$ cat src/include/pin_mux_pkg.sv
// pin_mux_pkg: reset values, pin positions and field codes for the port pin function mux
// assumes one clock domain and software-visible configuration bits arriving as plain ports
package pin_mux_pkg;
   // register widths
   localparam int P3_WIDTH = 8;
   localparam int P4_WIDTH = 5;
   // reset values
   localparam logic P2_SEL7_RESET = 1'b1;
   localparam logic P2_DIR7_RESET = 1'b0;
   localparam logic [7:0] P3_SEL_RESET = 8'h00;
   localparam logic [7:0] P3_DIR_RESET = 8'h00;
   localparam logic [4:0] P4_SEL_RESET = 5'h00;
   localparam logic [4:0] P4_DIR_RESET = 5'h00;
   localparam logic [2:0] AE_FIRST_RESET = 3'h0;
   localparam logic [1:0] AE_SECOND_RESET = 2'h0;
   // third-port pin positions
   localparam int P3_SER0_CLK_BIT = 0;
   localparam int P3_SER1_CLK_BIT = 3;
   localparam int P3_SERIAL_LAST = 5;
   localparam int P3_ANA_A_BIT = 0;
   localparam int P3_ANA_B_BIT = 6;
   localparam int P3_ANA_C_BIT = 7;
   // fourth-port pin positions
   localparam int P4_SET_B_FIRST = 3;
   // amplifier fields
   localparam logic [1:0] AMP_ROUTE_INTERNAL = 2'h3;
   localparam logic [2:0] AMP_FUNC_OFF = 3'h0;
   // mode of a pin, for visibility
   typedef enum logic [1:0] {
      PIN_GPIO = 2'b00,
      PIN_PERIPH = 2'b01,
      PIN_ANALOG = 2'b10,
      PIN_OSC = 2'b11
   } pin_mode_t;
endpackage

$ cat src/design/port_pin_function_mux.sv
// port_pin_function_mux: function selection for port pins 2.7, 3.0-3.7 and 4.0-4.4
// assumes configuration ports are driven by software-written registers elsewhere,
// pads are split into in/out/oe, and serial/timer/oscillator modules sit beside it
//
// Summary of operation
// [RULE1] After reset the second port bit 7 select is set so the pad carries the crystal drive output until cleared.
// [RULE2] All other pins reset to general I/O with select and analog enable zero, direction 0 input and 1 output.
// [RULE3] With select set on third-port bits 0 to 5 the serial module, not the direction bit, decides pad drive.
// [RULE4] On third-port bit 0 the first serial clock wins over the second slave enable, forcing the second unit to 3-wire.
// [RULE5] On third-port bit 3 the second serial clock wins over the first slave enable, forcing the first unit to 3-wire.
// [RULE6] First analog enable on third-port bits 0, 6 or 7 makes the pin analog and disables driver and input buffer.
// [RULE7] Second analog enable on fourth-port bits 3 or 4 makes the pin analog and disables driver and input buffer.
// [RULE8] Amplifier routing 11 with function not 000 ties converter inputs 12 and 13 to amplifier outputs, cutting the pad.
// [RULE9] Fourth-port bits 0 to 2 with select set feed timer capture set A on direction 0 and drive compare on direction 1.
// [RULE10] Fourth-port bits 3 and 4 with select set and analog off feed capture set B or drive compare outputs.
// [RULE11] The mux is combinational from the current settings, so a change shows on the pad the cycle after the write.
`timescale 1ns/1ps
module port_pin_function_mux
   import pin_mux_pkg::*;
(
   // clock and reset
   input wire logic core_clk,
   input wire logic rst,
   input wire logic power_up_clear_reset,
   // software configuration writes
   input wire logic cfg_write,
   input wire logic port2_function_select_in,
   input wire logic port2_direction_in,
   input wire logic [7:0] port3_function_select_in,
   input wire logic [7:0] port3_direction_in,
   input wire logic [4:0] port4_function_select_in,
   input wire logic [4:0] port4_direction_in,
   input wire logic [2:0] analog_enable_first_in,
   input wire logic [1:0] analog_enable_second_in,
   input wire logic [1:0] amp_converter_routing_0,
   input wire logic [2:0] amp_function_config_0,
   input wire logic [1:0] amp_converter_routing_1,
   input wire logic [2:0] amp_function_config_1,
   // configuration readback
   output logic port2_function_select,
   output logic [7:0] port3_function_select,
   output logic [4:0] port4_function_select,
   // general I/O side
   input wire logic port2_out_bit7,
   output logic port2_in_bit7,
   input wire logic [7:0] port3_out,
   output logic [7:0] port3_in,
   input wire logic [4:0] port4_out,
   output logic [4:0] port4_in,
   // oscillator
   input wire logic crystal_drive_output,
   input wire logic crystal_drive_enable,
   // serial units (out, enable, in per pin 3.0..3.5)
   input wire logic [5:0] serial_pad_out,
   input wire logic [5:0] serial_pad_oe,
   output logic [5:0] serial_pad_in,
   output logic serial0_clock_in,
   output logic serial1_slave_enable_in,
   output logic serial1_clock_in,
   output logic serial0_slave_enable_in,
   output logic serial0_force_3wire,
   output logic serial1_force_3wire,
   input wire logic serial0_clock_used,
   input wire logic serial1_clock_used,
   // timer
   input wire logic [2:0] timer_compare_out,
   output logic [2:0] timer_capture_in_set_a,
   output logic [1:0] timer_capture_in_set_b,
   // analog
   output logic [1:0] converter_internal_amp,
   output logic [1:0] amp_pad_connect,
   output logic [2:0] port3_analog_active,
   output logic [1:0] port4_analog_active,
   // pads
   input wire logic pad2_7_in,
   output logic pad2_7_out,
   output logic pad2_7_oe,
   input wire logic [7:0] pad3_in,
   output logic [7:0] pad3_out,
   output logic [7:0] pad3_oe,
   input wire logic [4:0] pad4_in,
   output logic [4:0] pad4_out,
   output logic [4:0] pad4_oe
);

   ////////////////////////////////////////////////////////////////////////////
   // configuration registers

   logic reset_any;
   logic p2_sel_reg, p2_dir_reg;
   logic [7:0] p3_sel_reg, p3_dir_reg;
   logic [4:0] p4_sel_reg, p4_dir_reg;
   logic [2:0] ae1_reg;
   logic [1:0] ae2_reg;

   // power-up clear acts as a second asynchronous source
   assign reset_any = rst | power_up_clear_reset;

   always_ff @(posedge core_clk or posedge reset_any) begin
      if (reset_any) begin
         p2_sel_reg <= P2_SEL7_RESET; // RULE1
         p2_dir_reg <= P2_DIR7_RESET;
         p3_sel_reg <= P3_SEL_RESET; // RULE2
         p3_dir_reg <= P3_DIR_RESET;
         p4_sel_reg <= P4_SEL_RESET;
         p4_dir_reg <= P4_DIR_RESET;
         ae1_reg <= AE_FIRST_RESET;
         ae2_reg <= AE_SECOND_RESET;
      end else if (cfg_write) begin // RULE11
         p2_sel_reg <= port2_function_select_in;
         p2_dir_reg <= port2_direction_in;
         p3_sel_reg <= port3_function_select_in;
         p3_dir_reg <= port3_direction_in;
         p4_sel_reg <= port4_function_select_in;
         p4_dir_reg <= port4_direction_in;
         ae1_reg <= analog_enable_first_in;
         ae2_reg <= analog_enable_second_in;
      end
   end

   assign port2_function_select = p2_sel_reg;
   assign port3_function_select = p3_sel_reg;
   assign port4_function_select = p4_sel_reg;

   ////////////////////////////////////////////////////////////////////////////
   // second port bit 7

   // oscillator owns the pad while selected; driver may be off when stopped
   assign pad2_7_oe = p2_sel_reg ? crystal_drive_enable : p2_dir_reg; // RULE1
   assign pad2_7_out = p2_sel_reg ? crystal_drive_output : port2_out_bit7;
   assign port2_in_bit7 = pad2_7_in;

   ////////////////////////////////////////////////////////////////////////////
   // third port

   logic [7:0] p3_ana;
   logic [7:0] p3_ser;
   assign p3_ana = {ae1_reg[2], ae1_reg[1], 5'h00, ae1_reg[0]};
   assign p3_ser = {2'b00, p3_sel_reg[5:0]};
   assign port3_analog_active = ae1_reg;

   genvar g;
   generate
      for (g = 0; g < P3_WIDTH; g++) begin : g_p3
         // analog wins, then serial, then plain I/O
         assign pad3_oe[g] = p3_ana[g] ? 1'b0 : // RULE6
            (p3_ser[g] ? serial_pad_oe[g] : p3_dir_reg[g]); // RULE3 RULE2
         assign pad3_out[g] = p3_ser[g] ? serial_pad_out[g] : port3_out[g];
         // input buffer off in analog mode keeps cross current out
         assign port3_in[g] = p3_ana[g] ? 1'b0 : pad3_in[g]; // RULE6
      end
      for (g = 0; g <= P3_SERIAL_LAST; g++) begin : g_ser
         assign serial_pad_in[g] = (p3_ser[g] && !p3_ana[g]) ? pad3_in[g] : 1'b0; // RULE3
      end
   endgenerate

   logic pin0_clock, pin3_clock;
   assign pin0_clock = p3_ser[P3_SER0_CLK_BIT] && !p3_ana[P3_SER0_CLK_BIT] && serial0_clock_used;
   assign pin3_clock = p3_ser[P3_SER1_CLK_BIT] && serial1_clock_used;
   assign serial0_clock_in = serial_pad_in[P3_SER0_CLK_BIT];
   // slave enable held inactive-high when its pin is taken by the other clock
   assign serial1_slave_enable_in = pin0_clock ? 1'b1 : serial_pad_in[P3_SER0_CLK_BIT]; // RULE4
   assign serial1_force_3wire = pin0_clock; // RULE4
   assign serial1_clock_in = serial_pad_in[P3_SER1_CLK_BIT];
   assign serial0_slave_enable_in = pin3_clock ? 1'b1 : serial_pad_in[P3_SER1_CLK_BIT]; // RULE5
   assign serial0_force_3wire = pin3_clock; // RULE5

   ////////////////////////////////////////////////////////////////////////////
   // fourth port

   logic [4:0] p4_ana;
   logic [4:0] p4_tmr;
   logic [4:0] p4_cmp;
   assign p4_ana = {ae2_reg, 3'h0};
   assign port4_analog_active = ae2_reg;
   assign p4_tmr = p4_sel_reg & ~p4_ana;
   assign p4_cmp = {timer_compare_out[1:0], timer_compare_out};

   // timer drives on direction 1, plain I/O otherwise; analog overrides all
   assign pad4_oe = p4_ana_off(p4_ana) & p4_dir_reg; // RULE7 RULE9 RULE10
   assign pad4_out = (p4_tmr & p4_cmp) | (~p4_tmr & port4_out); // RULE9 RULE10
   assign port4_in = ~p4_ana & pad4_in; // RULE7
   assign timer_capture_in_set_a = pad4_in[2:0] & p4_tmr[2:0] & ~p4_dir_reg[2:0]; // RULE9
   assign timer_capture_in_set_b = pad4_in[4:3] & p4_tmr[4:3] & ~p4_dir_reg[4:3]; // RULE10

   function automatic logic [4:0] p4_ana_off(input logic [4:0] ana);
      p4_ana_off = ~ana;
   endfunction

   function automatic logic amp_internal(input logic [1:0] route, input logic [2:0] func);
      amp_internal = (route == AMP_ROUTE_INTERNAL) && (func != AMP_FUNC_OFF);
   endfunction

   assign converter_internal_amp[0] = amp_internal(amp_converter_routing_0, amp_function_config_0); // RULE8
   assign converter_internal_amp[1] = amp_internal(amp_converter_routing_1, amp_function_config_1); // RULE8
   assign amp_pad_connect = ae2_reg & ~converter_internal_amp; // RULE8

   ////////////////////////////////////////////////////////////////////////////
   // checks

   a_osc_after_reset: assert property (@(posedge core_clk) $fell(reset_any) |-> p2_sel_reg) // RULE1
      else $error("oscillator select not set after reset");
   a_gpio_dir_out: assert property (@(posedge core_clk) disable iff (reset_any)
      (!p3_ser[4] && !p3_ana[4]) |-> pad3_oe[4] == p3_dir_reg[4]) // RULE2
      else $error("plain io direction wrong");
   a_serial_owns_oe: assert property (@(posedge core_clk) disable iff (reset_any)
      (p3_ser[2]) |-> pad3_oe[2] == serial_pad_oe[2]) // RULE3
      else $error("serial pad enable not honoured");
   a_clk0_forces: assert property (@(posedge core_clk) disable iff (reset_any)
      pin0_clock |-> serial1_force_3wire && serial1_slave_enable_in) // RULE4
      else $error("second unit not forced to 3-wire");
   a_clk1_forces: assert property (@(posedge core_clk) disable iff (reset_any)
      pin3_clock |-> serial0_force_3wire && serial0_slave_enable_in) // RULE5
      else $error("first unit not forced to 3-wire");
   a_p3_analog_off: assert property (@(posedge core_clk) disable iff (reset_any)
      ae1_reg[1] |-> !pad3_oe[6] && !port3_in[6]) // RULE6
      else $error("third port analog pin still digital");
   a_p4_analog_off: assert property (@(posedge core_clk) disable iff (reset_any)
      ae2_reg[0] |-> !pad4_oe[3] && !port4_in[3] && timer_capture_in_set_b[0] == 1'b0) // RULE7
      else $error("fourth port analog pin still digital");
   a_amp_internal: assert property (@(posedge core_clk) disable iff (reset_any)
      (amp_converter_routing_0 == 2'h3 && amp_function_config_0 != 3'h0) |-> !amp_pad_connect[0]) // RULE8
      else $error("amplifier pad not cut");
   a_timer_a_drive: assert property (@(posedge core_clk) disable iff (reset_any)
      (p4_sel_reg[1] && p4_dir_reg[1]) |-> pad4_oe[1] && pad4_out[1] == timer_compare_out[1]) // RULE9
      else $error("timer compare not on pad");
   a_timer_b_cap: assert property (@(posedge core_clk) disable iff (reset_any)
      (p4_sel_reg[4] && !p4_dir_reg[4] && !ae2_reg[1]) |-> timer_capture_in_set_b[1] == pad4_in[4]) // RULE10
      else $error("capture set b not fed");
   // compare against the values written, not whatever the inputs show a cycle later
   a_write_next_cycle: assert property (@(posedge core_clk) disable iff (reset_any)
      cfg_write |=> pad3_oe[7] == ($past(port3_direction_in[7]) & ~$past(analog_enable_first_in[2]))) // RULE11
      else $error("write not seen next cycle");
   a_config_held: assert property (@(posedge core_clk) disable iff (reset_any)
      !cfg_write |=> $stable(p3_sel_reg) && $stable(p3_dir_reg) && $stable(p4_sel_reg)) // RULE11
      else $error("configuration moved without a write");
   a_osc_pad_drive: assert property (@(posedge core_clk) disable iff (reset_any)
      p2_sel_reg |-> pad2_7_out == crystal_drive_output && pad2_7_oe == crystal_drive_enable) // RULE1
      else $error("oscillator not on its pad");
   a_p2_gpio: assert property (@(posedge core_clk) disable iff (reset_any)
      !p2_sel_reg |-> pad2_7_oe == p2_dir_reg && pad2_7_out == port2_out_bit7) // RULE2
      else $error("second port pin not plain io");
   a_p2_readback: assert property (@(posedge core_clk) disable iff (reset_any)
      port2_in_bit7 == pad2_7_in) // RULE2
      else $error("second port pin readback wrong");
   a_p3_gpio_out: assert property (@(posedge core_clk) disable iff (reset_any)
      (!p3_ser[0] && !p3_ana[0]) |-> pad3_out[0] == port3_out[0] && pad3_oe[0] == p3_dir_reg[0]) // RULE2
      else $error("third port pin 0 not plain io");
   a_serial_out: assert property (@(posedge core_clk) disable iff (reset_any)
      p3_sel_reg[5] |-> pad3_out[5] == serial_pad_out[5]) // RULE3
      else $error("serial data not on pad");
   a_serial_in_gate: assert property (@(posedge core_clk) disable iff (reset_any)
      !p3_sel_reg[1] |-> !serial_pad_in[1]) // RULE3
      else $error("serial input not gated");
   a_serial_in_pass: assert property (@(posedge core_clk) disable iff (reset_any)
      p3_sel_reg[4] |-> serial_pad_in[4] == pad3_in[4]) // RULE3
      else $error("serial input not passed");
   a_clk0_feed: assert property (@(posedge core_clk) disable iff (reset_any)
      pin0_clock |-> serial0_clock_in == pad3_in[0]) // RULE4
      else $error("first serial clock not fed");
   a_ste1_pass: assert property (@(posedge core_clk) disable iff (reset_any)
      !pin0_clock |-> !serial1_force_3wire && serial1_slave_enable_in == serial_pad_in[0]) // RULE4
      else $error("second slave enable not passed");
   a_clk1_feed: assert property (@(posedge core_clk) disable iff (reset_any)
      pin3_clock |-> serial1_clock_in == pad3_in[3]) // RULE5
      else $error("second serial clock not fed");
   a_ste0_pass: assert property (@(posedge core_clk) disable iff (reset_any)
      !pin3_clock |-> !serial0_force_3wire && serial0_slave_enable_in == serial_pad_in[3]) // RULE5
      else $error("first slave enable not passed");
   a_p3_pin0_analog: assert property (@(posedge core_clk) disable iff (reset_any)
      ae1_reg[0] |-> !pad3_oe[0] && !port3_in[0] && !serial_pad_in[0]) // RULE6
      else $error("third port pin 0 still digital");
   a_p3_pin7_analog: assert property (@(posedge core_clk) disable iff (reset_any)
      ae1_reg[2] |-> !pad3_oe[7] && !port3_in[7]) // RULE6
      else $error("third port pin 7 still digital");
   a_p4_pin4_analog: assert property (@(posedge core_clk) disable iff (reset_any)
      ae2_reg[1] |-> !pad4_oe[4] && !port4_in[4] && !timer_capture_in_set_b[1]) // RULE7
      else $error("fourth port pin 4 still digital");
   a_amp1_internal: assert property (@(posedge core_clk) disable iff (reset_any)
      (amp_converter_routing_1 == 2'h3 && amp_function_config_1 != 3'h0) |-> !amp_pad_connect[1]) // RULE8
      else $error("second amplifier pad not cut");
   a_amp_off_route: assert property (@(posedge core_clk) disable iff (reset_any)
      amp_function_config_0 == 3'h0 |-> !converter_internal_amp[0]) // RULE8
      else $error("amplifier routed while off");
   a_timer_a_cap: assert property (@(posedge core_clk) disable iff (reset_any)
      (p4_sel_reg[0] && !p4_dir_reg[0]) |-> timer_capture_in_set_a[0] == pad4_in[0] && !pad4_oe[0]) // RULE9
      else $error("capture set a not fed");
   a_timer_a_idle: assert property (@(posedge core_clk) disable iff (reset_any)
      !p4_sel_reg[2] |-> !timer_capture_in_set_a[2] && pad4_out[2] == port4_out[2]) // RULE9
      else $error("timer path active while deselected");
   a_timer_b_drive: assert property (@(posedge core_clk) disable iff (reset_any)
      (p4_sel_reg[3] && p4_dir_reg[3] && !ae2_reg[0]) |-> pad4_oe[3] && pad4_out[3] == timer_compare_out[0]) // RULE10
      else $error("set b compare not on pad");

   c_osc_released: cover property (@(posedge core_clk) disable iff (reset_any) $fell(p2_sel_reg));
   c_clk0_used: cover property (@(posedge core_clk) disable iff (reset_any) pin0_clock);
   c_analog_p4: cover property (@(posedge core_clk) disable iff (reset_any) ae2_reg == 2'h3);
   c_timer_drive: cover property (@(posedge core_clk) disable iff (reset_any) p4_tmr[0] && p4_dir_reg[0]);
   c_clk1_used: cover property (@(posedge core_clk) disable iff (reset_any) pin3_clock);

endmodule

$ cat config.mk
export PLATFORM = sky130hd
export DESIGN_NAME = port_pin_function_mux
export DESIGN_NICKNAME = d
export VERILOG_FILES = /design/src/include/pin_mux_pkg.sv /design/src/design/port_pin_function_mux.sv
export SDC_FILE = /design/constraint.sdc
export NUM_CORES = 1
export LEC_CHECK = 0
export ABC_AREA = 1
export BUFFER_PORTS_ARGS = -buffer_cell sky130_fd_sc_hd__buf_2
export CELL_PAD_IN_SITES_DETAIL_PLACEMENT = 0
export CELL_PAD_IN_SITES_GLOBAL_PLACEMENT = 2
export CORE_MARGIN = 5
export CORE_UTILIZATION = 15
export CTS_CLUSTER_DIAMETER = 150
export DETAILED_ROUTE_END_ITERATION = 10
export PLACE_DENSITY_LB_ADDON = 0.1
export SLEW_MARGIN = 20
export SYNTH_ARGS = -nofsm -noshare
export SYNTH_HDL_FRONTEND = slang
export SYNTH_SLANG_ARGS = --single-unit
export TNS_END_PERCENT = 1
$ cat constraint.sdc
create_clock -name core_clk -period 1.85 [get_ports core_clk]
set_input_delay 0.185 -clock core_clk [delete_from_list [all_inputs] [get_ports core_clk]]
set_output_delay 0.185 -clock core_clk [all_outputs]
set_load 0.02 [all_outputs]
==> flow_summary.toml <==
[synthesis]
synth_area_leaders = "dfrtp_1 43%, nand2_1 18%, inv_1 10%"
synth-seq-cells = 33
syn_inst = 262
synth_top_area_share = 0.434
synthXorXnorAreaFrac = 0
avgSynthCellArea_um2 = 7.04
synth_top_area_cell = "dfrtp_1"
ys_seq_area_frac = 0.448
syn_nets = 356
yosys.area_share.simple = 0.224
synth_top_family_by_area = "simple AND/OR/NAND/NOR gates"
muxShareOfSynthArea = 0
syn_area_mm2 = 0.00184
ys_types = 14
synthAdderAreaFrac = 0
yosys_warnings = 0
synth_compound_area_frac = 0.128

[final_layout]
fin_util = 0.239
nNetsFinal = 511
drive_gt1_frac = 0.428
antenna_cells = 0
instances_no_fill = 565
final_cell_area_mm2 = 0.00287
syn_to_final_growth_pct = 55.8

[floorplan]
initial_utilization = 0.154
ios = 176
die-area_mm2 = 0.0146
dieWidth_um = 121
die-height_um = 121
row_count = 40
core_area_mm2 = 0.0120

[sta]
relSlewSlack = 0.640
fin_setup_tns_ns = 0
maxSlewViolCount = 0
timing_worst_slew_pin_value_ns = 0.540
fin_crit_sh = 0.744
period_minus_slack_ns = 1.38
finalSetupViolCount = 0
finalHoldViolations = 0
fin_skew_ns = 0
fmax_ghz = 0.727
grt_setup_unrepaired = "no"

[status]
outcome = "finished clean"

[global_route]
grt_use_met2 = 0.138
antenna_found_initial = 0
grt_overflow_total = 0
grt_pass1_vias = 1932
busiest_layer = "met2"
grt_max_degree = 37
met3_usage = 0.0270
use_met1 = 0.0937
track_usage = 0.0803
grt_pass1_wl_um = 9400

[clock_tree]
numCtsBuffers = 5
clock_latency_ns = 0.27
cts.sinks = 33
postCtsSetupRepairBufs = 0
path_clk_slew_ns = 0.05
htreeDepth = 2
cts_buffer_depth = 2
ctsResizeCount = 0
cts_tree = "done"
root_buffer = "clkbuf_16"
postCtsHoldBufs = 0

[critical_path]
cp-endpoint = "timer_capture_in_set_b[0]"
reg2reg_depth = 2
r2r_slack_ns = 1.03
critPathMaxFanout = 4
timing.rr.end = "port2_function_select"
worstSetupStartpoint = "port4_analog_active[0]"
critPathKind = "register to primary output"
cp-start-kind = "register"
worst_setup_path_end_kind = "primary output"
cp.arrival_ns = 1.19
r2r_start = "port2_function_select"
required_ns = 1.66

[routing]
via_per_inst = 3.52
drt_pass1_iterations = 4
first_iter_violations = 23
remaining_drc_errors = 0
vias = 1990
wl_per_cell_um = 11.0
ant_nets = 0
wl_um = 6240

[place]
dpl-instance-area_mm2 = 0.00273
dp_cells = 557
gp_congestion = 0.671
post-dp-hpwl_um = 5020
port_buffers = 169

[power_and_ir_drop]
vdd_ir_drop_max_uv = 297
leakage_nw = 1.78
pwr_density_cell_mw_per_mm2 = 799

[run]
drv_cap = 0

[min_path]
hold_path.class = "input port to asynchronous set/reset pin"
## cell type report
| cell class | count | area (um2) |
|---|---|---|
| flip-flops and latches | 33 | 827 |
| fillers | 1368 | 9140 |
| clock buffers | 8 | 146 |
| multi-input cells | 156 | 656 |
| inverters | 50 | 188 |
| repair buffers | 171 | 873 |
| well taps | 147 | 184 |
## layer usage
layer / wire [um] / vias to the layer above
met2: 3060 / 84
li1: - / 1079
met5: 0 / -
met1: 2570 / 825
met3: 550 / 2
met4: 57 / 0
## power breakdown
group          leakage [nW]  internal [mW]  total [mW]  switching (mW)
registers             0.413          0.789       0.842          0.0525
logic                  1.30          0.235       0.636           0.401
clock network        0.0712          0.536       0.818           0.282
total                  1.78           1.56        2.30           0.735
## cell usage in the layout (no fill, tap or decap)
| cell type | count |
|---|---|
| nand3_1 | 1 |
| clkbuf_1 | 2 |
| nor2_1 | 18 |
| a21oi_1 | 5 |
| nand2_1 | 87 |
| buf_12 | 1 |
| nor2_4 | 1 |
| dfstp_2 | 1 |
| dfrtp_1 | 32 |
| buf_4 | 1 |
| clkbuf_8 | 1 |
| clkbuf_16 | 5 |
| o21ai_0 | 25 |
| o21ai_1 | 17 |
| buf_2 | 169 |
| nor3_1 | 2 |
| inv_1 | 50 |
## cells by family after synthesis
| group | Yosys count |
|---|---|
| AO/OA/AOI/OAI | 47 |
| AND/OR/NAND/NOR | 109 |
| buffers and inverters | 73 |
| flip-flops | 33 |
## cell usage after synthesis (all sizes together)
master	number
dfstp	1
a21oi	5
clkbuf	1
inv	50
nand2	87
nand3	1
nor2	19
nor3	2
o21ai	42
dfrtp	32
buf	22
## critical path, stage by stage, from the launching register on
cell	delay [ns]
dfrtp_1	0.40
inv_1	0.13
nand2_1	0.09
nor3_1	0.12
buf_2	0.19
## worst min-delay path by stage
stage | depth (start not counted) | endpoint | start | slack, ns
2_1_floorplan | 2 | port2_function_select | port2_function_select_in | 0.30
3_3_place_gp | 3 | port4_function_select[1] | rst | 0.37
3_5_place_dp | 0 | pad3_out[6] | port3_out[6] | 0.37
4_1_cts | 3 | port3_function_select[0] | rst | 0.09
5_1_grt | 3 | port3_function_select[0] | rst | 0.12
6_report | 3 | port4_function_select[1] | rst | 0.07
## metrics by stage
stage          hold slack (ns)  worst slack [ns]  total power [mW]
6_report                0.0653             0.474              2.30
5_1_grt                  0.116             0.341              2.46
4_1_cts                 0.0913             0.445              2.37
3_5_place_dp             0.370             0.665              1.51
3_3_place_gp             0.370             0.696              1.51
2_1_floorplan            0.298             0.492              1.25
Power figures use the tool's default switching activity.
